<file path="src/rtl/dbc_regs_unused_placeholder_removed.sv">
// no content; intentionally empty design-free file
`timescale 1ns/1ps
`default_nettype none
`default_nettype wire

</file>
<file path="src/rtl/dbc_pkg.sv">
// constants for the channel ten to fifteen buffer code register slice
package dbc_pkg;
  localparam int unsigned DBC_ADDR_W   = 12;
  localparam int unsigned DBC_DATA_W   = 32;
  localparam int unsigned DBC_CODE_W   = 12;
  localparam int unsigned DBC_CODE_LSB = 4;
  localparam int unsigned DBC_NUM_CH   = 6;
  localparam int unsigned DBC_CH_IDX_W = 3;
  localparam int unsigned DBC_IDX_W    = 10;

  // register indices; the byte address of each is four times its index
  localparam logic [9:0] DBC_IDX_CHAN10 = 10'h01A;
  localparam logic [9:0] DBC_IDX_CHAN11 = 10'h01B;
  localparam logic [9:0] DBC_IDX_CHAN12 = 10'h01C;
  localparam logic [9:0] DBC_IDX_CHAN13 = 10'h01D;
  localparam logic [9:0] DBC_IDX_CHAN14 = 10'h01E;
  localparam logic [9:0] DBC_IDX_CHAN15 = 10'h01F;
  localparam logic [9:0] DBC_IDX_FIRST  = DBC_IDX_CHAN10;
  localparam logic [9:0] DBC_IDX_LAST   = DBC_IDX_CHAN15;

  localparam logic [11:0] DBC_CODE_RST = 12'h000;
  localparam logic [15:0] DBC_REG_RST  = 16'h0000;
  localparam logic [31:0] DBC_RDATA_Z  = 32'h0000_0000;
  localparam logic [3:0]  DBC_RSVD_VAL = 4'h0;
  localparam logic [15:0] DBC_UPPER_Z  = 16'h0000;
endpackage

</file>
<file path="src/rtl/dbc_code_mem.sv">
// six-entry store of twelve-bit buffer codes with a registered read port
`timescale 1ns/1ps
`default_nettype none
module dbc_code_mem
  import dbc_pkg::*;
(
  input  wire logic                           i_core_clk,
  input  wire logic                           i_rst_n,
  input  wire logic                           i_wr_en,
  input  wire logic [DBC_CH_IDX_W-1:0]        i_wr_idx,
  input  wire logic [1:0]                     i_wr_be,
  input  wire logic [DBC_CODE_W-1:0]          i_wr_code,
  input  wire logic [DBC_CH_IDX_W-1:0]        i_rd_idx,
  output logic      [DBC_CODE_W-1:0]          o_rd_code,
  output logic      [DBC_NUM_CH*DBC_CODE_W-1:0] o_codes
);
  logic [DBC_CODE_W-1:0] code_r   [DBC_NUM_CH];
  logic [DBC_CODE_W-1:0] code_nxt [DBC_NUM_CH];
  logic [DBC_CODE_W-1:0] rd_r;
  logic [DBC_CODE_W-1:0] rd_nxt;

  genvar g;
  generate
    for (g = 0; g < DBC_NUM_CH; g++) begin : g_entry
      always_comb begin
        code_nxt[g] = code_r[g];
        if (i_wr_en && (i_wr_idx == DBC_CH_IDX_W'(g))) begin
          // lane one carries code bits 11:4, lane zero code bits 3:0
          if (i_wr_be[1]) begin
            code_nxt[g][11:4] = i_wr_code[11:4];
          end
          if (i_wr_be[0]) begin
            code_nxt[g][3:0] = i_wr_code[3:0];
          end
        end
      end
      always_ff @(posedge i_core_clk or negedge i_rst_n) begin
        if (!i_rst_n) begin
          code_r[g] <= DBC_CODE_RST;
        end else begin
          code_r[g] <= code_nxt[g];
        end
      end
      assign o_codes[g*DBC_CODE_W +: DBC_CODE_W] = code_r[g];
    end
  endgenerate

  always_comb begin
    rd_nxt = DBC_CODE_RST;
    if (i_rd_idx < DBC_CH_IDX_W'(DBC_NUM_CH)) begin
      rd_nxt = code_r[i_rd_idx];
    end
  end

  always_ff @(posedge i_core_clk or negedge i_rst_n) begin
    if (!i_rst_n) begin
      rd_r <= DBC_CODE_RST;
    end else begin
      rd_r <= rd_nxt;
    end
  end

  assign o_rd_code = rd_r;
endmodule
`default_nettype wire

</file>
<file path="src/rtl/dbc_regs.sv">
// apb slave holding the buffer codes of analog channels ten to fifteen
//
// Overview of operation
// - channels ten to fifteen sit at consecutive indices 0x1a through 0x1f.
// - all six sixteen-bit registers read zero after reset.
// - bits 15:4 hold a twelve-bit code; reads return the last write.
// - code is unsigned straight binary: zero lowest, all ones highest.
`timescale 1ns/1ps
`default_nettype none
module dbc_regs
  import dbc_pkg::*;
(
  input  wire logic                             i_core_clk,
  input  wire logic                             i_rst_n,
  input  wire logic [DBC_ADDR_W-1:0]            i_paddr,
  input  wire logic                             i_psel,
  input  wire logic                             i_penable,
  input  wire logic                             i_pwrite,
  input  wire logic [DBC_DATA_W-1:0]            i_pwdata,
  input  wire logic [3:0]                       i_pstrb,
  output logic      [DBC_DATA_W-1:0]            o_prdata,
  output logic                                  o_pready,
  output logic                                  o_pslverr,
  // channel ten in bits 11:0 up to channel fifteen in bits 71:60
  output logic      [DBC_NUM_CH*DBC_CODE_W-1:0] o_chan_code
);
  typedef enum logic [1:0] {
    ST_IDLE = 2'b00,
    ST_WAIT = 2'b01,
    ST_RESP = 2'b10
  } dbc_state_e;

  dbc_state_e                 state_r;
  dbc_state_e                 state_nxt;
  logic [DBC_DATA_W-1:0]      prdata_r;
  logic [DBC_DATA_W-1:0]      prdata_nxt;
  logic                       pready_r;
  logic                       pready_nxt;
  logic                       pslverr_r;
  logic                       pslverr_nxt;
  logic [DBC_CH_IDX_W-1:0]    idx_r;
  logic [DBC_CH_IDX_W-1:0]    idx_nxt;
  logic                       hit_r;
  logic                       hit_nxt;
  logic [DBC_IDX_W-1:0]       word_idx;
  logic                       addr_ok;
  logic                       setup;
  logic                       access;
  logic                       wr_en;
  logic [DBC_CODE_W-1:0]      rd_code;
  logic [DBC_NUM_CH*DBC_CODE_W-1:0] codes;

  assign word_idx = i_paddr[DBC_ADDR_W-1:2];
  assign addr_ok  = (i_paddr[1:0] == 2'b00)
                 && (word_idx >= DBC_IDX_FIRST)
                 && (word_idx <= DBC_IDX_LAST);
  assign setup    = i_psel && !i_penable;
  assign access   = i_psel && i_penable;
  // writes land on the edge at which the master sees pready high
  assign wr_en    = (state_r == ST_RESP) && access && i_pwrite && hit_r;

  always_comb begin
    state_nxt   = state_r;
    prdata_nxt  = prdata_r;
    pready_nxt  = 1'b0;
    pslverr_nxt = 1'b0;
    idx_nxt     = idx_r;
    hit_nxt     = hit_r;
    case (state_r)
      ST_IDLE: begin
        if (setup) begin
          idx_nxt   = DBC_CH_IDX_W'(word_idx - DBC_IDX_FIRST);
          hit_nxt   = addr_ok;
          state_nxt = ST_WAIT;
        end
      end
      ST_WAIT: begin
        if (access) begin
          pready_nxt  = 1'b1;
          pslverr_nxt = !hit_r;
          prdata_nxt  = DBC_RDATA_Z;
          if (hit_r && !i_pwrite) begin
            // code goes out unaltered in straight binary, low nibble zero
            prdata_nxt = {DBC_UPPER_Z, rd_code, DBC_RSVD_VAL};
          end
          state_nxt = ST_RESP;
        end else begin
          state_nxt = ST_IDLE;
        end
      end
      ST_RESP: begin
        state_nxt = ST_IDLE;
      end
      default: begin
        state_nxt = ST_IDLE;
      end
    endcase
  end

  always_ff @(posedge i_core_clk or negedge i_rst_n) begin
    if (!i_rst_n) begin
      state_r   <= ST_IDLE;
      prdata_r  <= DBC_RDATA_Z;
      pready_r  <= 1'b0;
      pslverr_r <= 1'b0;
      idx_r     <= '0;
      hit_r     <= 1'b0;
    end else begin
      state_r   <= state_nxt;
      prdata_r  <= prdata_nxt;
      pready_r  <= pready_nxt;
      pslverr_r <= pslverr_nxt;
      idx_r     <= idx_nxt;
      hit_r     <= hit_nxt;
    end
  end

  // only pwdata bits 15:4 reach the store, so reserved bits never change
  dbc_code_mem u_mem (
    .i_core_clk (i_core_clk),
    .i_rst_n    (i_rst_n),
    .i_wr_en    (wr_en),
    .i_wr_idx   (idx_r),
    .i_wr_be    (i_pstrb[1:0]),
    .i_wr_code  (i_pwdata[15:DBC_CODE_LSB]),
    .i_rd_idx   (idx_nxt),
    .o_rd_code  (rd_code),
    .o_codes    (codes)
  );

  assign o_prdata    = prdata_r;
  assign o_pready    = pready_r;
  assign o_pslverr   = pslverr_r;
  assign o_chan_code = codes;

  // helper state for the checks below
  logic                    seen_r;
  logic [DBC_CODE_W-1:0]   stored_code;

  always_ff @(posedge i_core_clk or negedge i_rst_n) begin
    if (!i_rst_n) begin
      seen_r <= 1'b0;
    end else begin
      seen_r <= 1'b1;
    end
  end

  assign stored_code = codes[idx_r*DBC_CODE_W +: DBC_CODE_W];
endmodule
`default_nettype wire

</file>
<file path="config.mk">
export PLATFORM = sky130hd
export DESIGN_NAME = dbc_regs
export DESIGN_NICKNAME = d
export VERILOG_FILES = /design/src/rtl/dbc_regs_unused_placeholder_removed.sv /design/src/rtl/dbc_pkg.sv /design/src/rtl/dbc_code_mem.sv /design/src/rtl/dbc_regs.sv
export SDC_FILE = /design/constraint.sdc
export NUM_CORES = 1
export LEC_CHECK = 0
export BUFFER_PORTS_ARGS = -buffer_cell sky130_fd_sc_hd__buf_2
export CELL_PAD_IN_SITES_DETAIL_PLACEMENT = 0
export CELL_PAD_IN_SITES_GLOBAL_PLACEMENT = 2
export CORE_UTILIZATION = 32
export DETAILED_ROUTE_END_ITERATION = 7
export GPL_ROUTABILITY_DRIVEN = 0
export PLACE_DENSITY_LB_ADDON = 0.05
export RECOVER_POWER = 100
export SLEW_MARGIN = 40
export SYNTH_ARGS = -nofsm -noshare
export SYNTH_HDL_FRONTEND = slang
export SYNTH_SLANG_ARGS = --single-unit
</file>
<file path="constraint.sdc">
create_clock -name i_core_clk -period 2.65 [get_ports i_core_clk]
set_clock_uncertainty 0.15 [all_clocks]
set_input_delay 0.1325 -clock i_core_clk [delete_from_list [all_inputs] [get_ports i_core_clk]]
set_output_delay 0.1325 -clock i_core_clk [all_outputs]
set_load 0.05 [all_outputs]
</file>
==> metrics.yaml <==
initial_core_util: 0.3331
synth_cells: 419
peakVddDrop_mv: 0.3612
syn_avg_cell_area_um2: 11.73
grt_max_degree: 57
worst_pin_slew_ns: 1.423
arrival_ns: 2.55
setup_viol: 0
ys_ff_latch: 104
routed_wl_mm: 13.27
powerDensity_mw_per_mm2: 567.0
cts_tree: "done"
via_per_inst: 4.804
maxSlewViolCount: 0
min_period_over_period: 0.9471
ys_warn_count: 0
timing_worst_setup_path_type: "flip-flop to flip-flop"
ctsRootBufferMaster: "clkbuf_16"
status: "finished clean"
cts_sinks: 104
fin_area_mm2: 0.006023
io_pins: 159
drtIter0Drc: 123
cp_data_required_time_ns: 2.69
grt_pass1_vias: 3566
layout.nets: 615
diodes: 0
detailroute.via_count: 3603
track_usage: 0.1744
clk_latency_ns: 0.35
mostFrequentLayoutCells: "dfrtp_1 (104), clkbuf_1 (93), mux2_2 (72), nand2_1 (55), buf_2 (29)"
max_freq_mhz: 398.4
p_leak_nw: 2.790
max_slew_margin: 0.05133
syn2layout_area_growth_pct: 22.56
dpl.hpwl_mm: 9.516
synth-seq-area-share: 0.5295
post_cts_buffers: 0
ant_nets: 0
die_height_um: 125.9
io_buffers: 116
startpoint_type: "flip-flop"
drive_above_1_share: 0.2332
setup-tns-final_ns: 0
finalHoldViolCount: 0
drc_errors: 0
period_minus_slack_ns: 2.510
crit_start: "state_r[1]$_DFFE_PN0P_"
rsz0062_at_grt: "no"
syn_area_mm2: 0.004915
fp.dieW_um: 125.9
rows: 44
worstHoldStart: "i_pwrite"
cts_max_path_buffers: 2
die_area_mm2: 0.01586
numCtsBuffers: 9
grt_pass1_wl_mm: 20.49
placed_cell_area_mm2: 0.005728
grt_remaining_overflow: 0
htreeDepth: 3
r2r_start: "state_r[1]$_DFFE_PN0P_"
clk_pin_slew_ns: 0.07
ctsResizeCount: 0
final_common_cell: "dfrtp_1"
cp-end-kind: "flip-flop"
drt-pass1-iter-count: 4
hp-class: "primary input to flip-flop"
core_mm2: 0.01475
wl_per_cell_um: 17.69
maxCapViolations: 0
fin_util: 0.4082
antenna_found_initial: 0
crit_path_max_fanout: 8
synth.distinct_cells: 32
repair_timing:
item                                   in CTS  in global routing
endpoints found under the hold margin     127                  0
setup endpoints to repair                   0                  0
hold buffers                               16                  0
metrics by stage:
| stage | hold WS (ns) | setup slack [ns] | cells | power (mW) |
|---|---|---|---|---|
| floorplan | -0.3131 | 0.2771 | 438 | 1.923 |
| global placement | 0.09360 | 0.2191 | 718 | 2.066 |
| detailed placement | 0.1059 | 0.1964 | 719 | 2.069 |
| CTS | 0.1023 | 0.1764 | 750 | 3.479 |
| global route | 0.1245 | 0.06560 | 750 | 3.569 |
| finish | 0.1026 | 0.1402 | 750 | 3.415 |
per-layer routing:
metal  up-vias  wire length [um]  track usage
met4         0               150      0.04607
li1       1719                 -            -
met5         -                 0            0
met2       110              6072       0.2707
met3        11               703      0.04715
met1      1763              6340       0.2401
synth_stat cells (all sizes together):
cell type | instances | share of area
a21oi | 24 | 0.024
and2 | 2 | 0.0025
and3 | 1 | 0.0013
and4b | 1 | 0.0020
buf | 27 | 0.043
clkbuf | 11 | 0.0084
clkinv | 1 | 0.0033
conb | 1 | 0.00076
dfrtp | 104 | 0.53
inv | 5 | 0.0038
mux2 | 72 | 0.16
mux2i | 27 | 0.057
nand2 | 55 | 0.042
nand2b | 25 | 0.032
nand3 | 1 | 0.0010
nand3b | 1 | 0.0015
nand4 | 1 | 0.0013
nand4b | 3 | 0.0053
nor2 | 10 | 0.0076
nor2b | 4 | 0.0051
nor3 | 1 | 0.0010
nor4b | 1 | 0.0018
o2111ai | 1 | 0.0018
o211ai | 12 | 0.018
o21ai | 13 | 0.013
o221ai | 12 | 0.021
or2 | 1 | 0.0018
or4b | 1 | 0.0020
xnor2 | 1 | 0.0018
cells by family after synthesis:
| group | after synthesis | share of synthesized area |
|---|---|---|
| and+or+nand+nor | 108 | 0.1082 |
| DFF | 104 | 0.5295 |
| AOI/OAI and AO/OA | 62 | 0.07918 |
| xor gates and xnor gates | 1 | 0.001782 |
| muxes | 99 | 0.2223 |
| other | 1 | 0.0007630 |
| buffers and inverters | 44 | 0.05830 |
final cells by class:
class	count	area (um^2)
Clock inverter	3	40.04
Tap cell	184	230.2
Multi-Input combinational cell	290	2090
Clock buffer	12	266.5
Inverter	6	35.03
Sequential cell	104	2603
Fill cell	1497	8731
Timing Repair Buffer	151	759.5
worst paths after layout:
| kind | endpoint | cells after the start | slack, ns |
|---|---|---|---|
| max reg2reg | u_mem.o_rd_code[8]$_DFF_PN0_ | 6 | 0.14 |
| min | o_prdata[15]$_DFFE_PN0P_ | 4 | 0.10 |
| min in group asynchronous | o_prdata[12]$_DFFE_PN0P_ | 2 | 0.49 |
| max | u_mem.o_rd_code[8]$_DFF_PN0_ | 6 | 0.14 |
| max in group asynchronous | u_mem.o_codes[68]$_DFFE_PN0P_ | 3 | 0.57 |
| min reg2reg | o_prdata[8]$_DFFE_PN0P_ | 2 | 0.33 |
worst max-delay path, stage by stage, from the launching register on:
cell	delay, ns
dfrtp_1	0.38
or4b_1	0.71
clkinv_8	0.13
mux2i_1	0.34
buf_4	0.27
mux2i_1	0.21
o221ai_1	0.16
flip-flops by register name, summed over array words and instances, names as in the netlist:
signal	flops
u_mem.o_codes	72
idx_r	3
o_pslverr	1
state_r	2
o_prdata	12
u_mem.o_rd_code	12
hit_r	1
o_pready	1
where the power goes:
part	switching, mW	internal [mW]
Clock	0.576	0.802
Combinational	0.289	0.135
Sequential	0.0154	1.60
Total	0.880	2.53
Note: power is estimated with default switching activity, not from simulation.
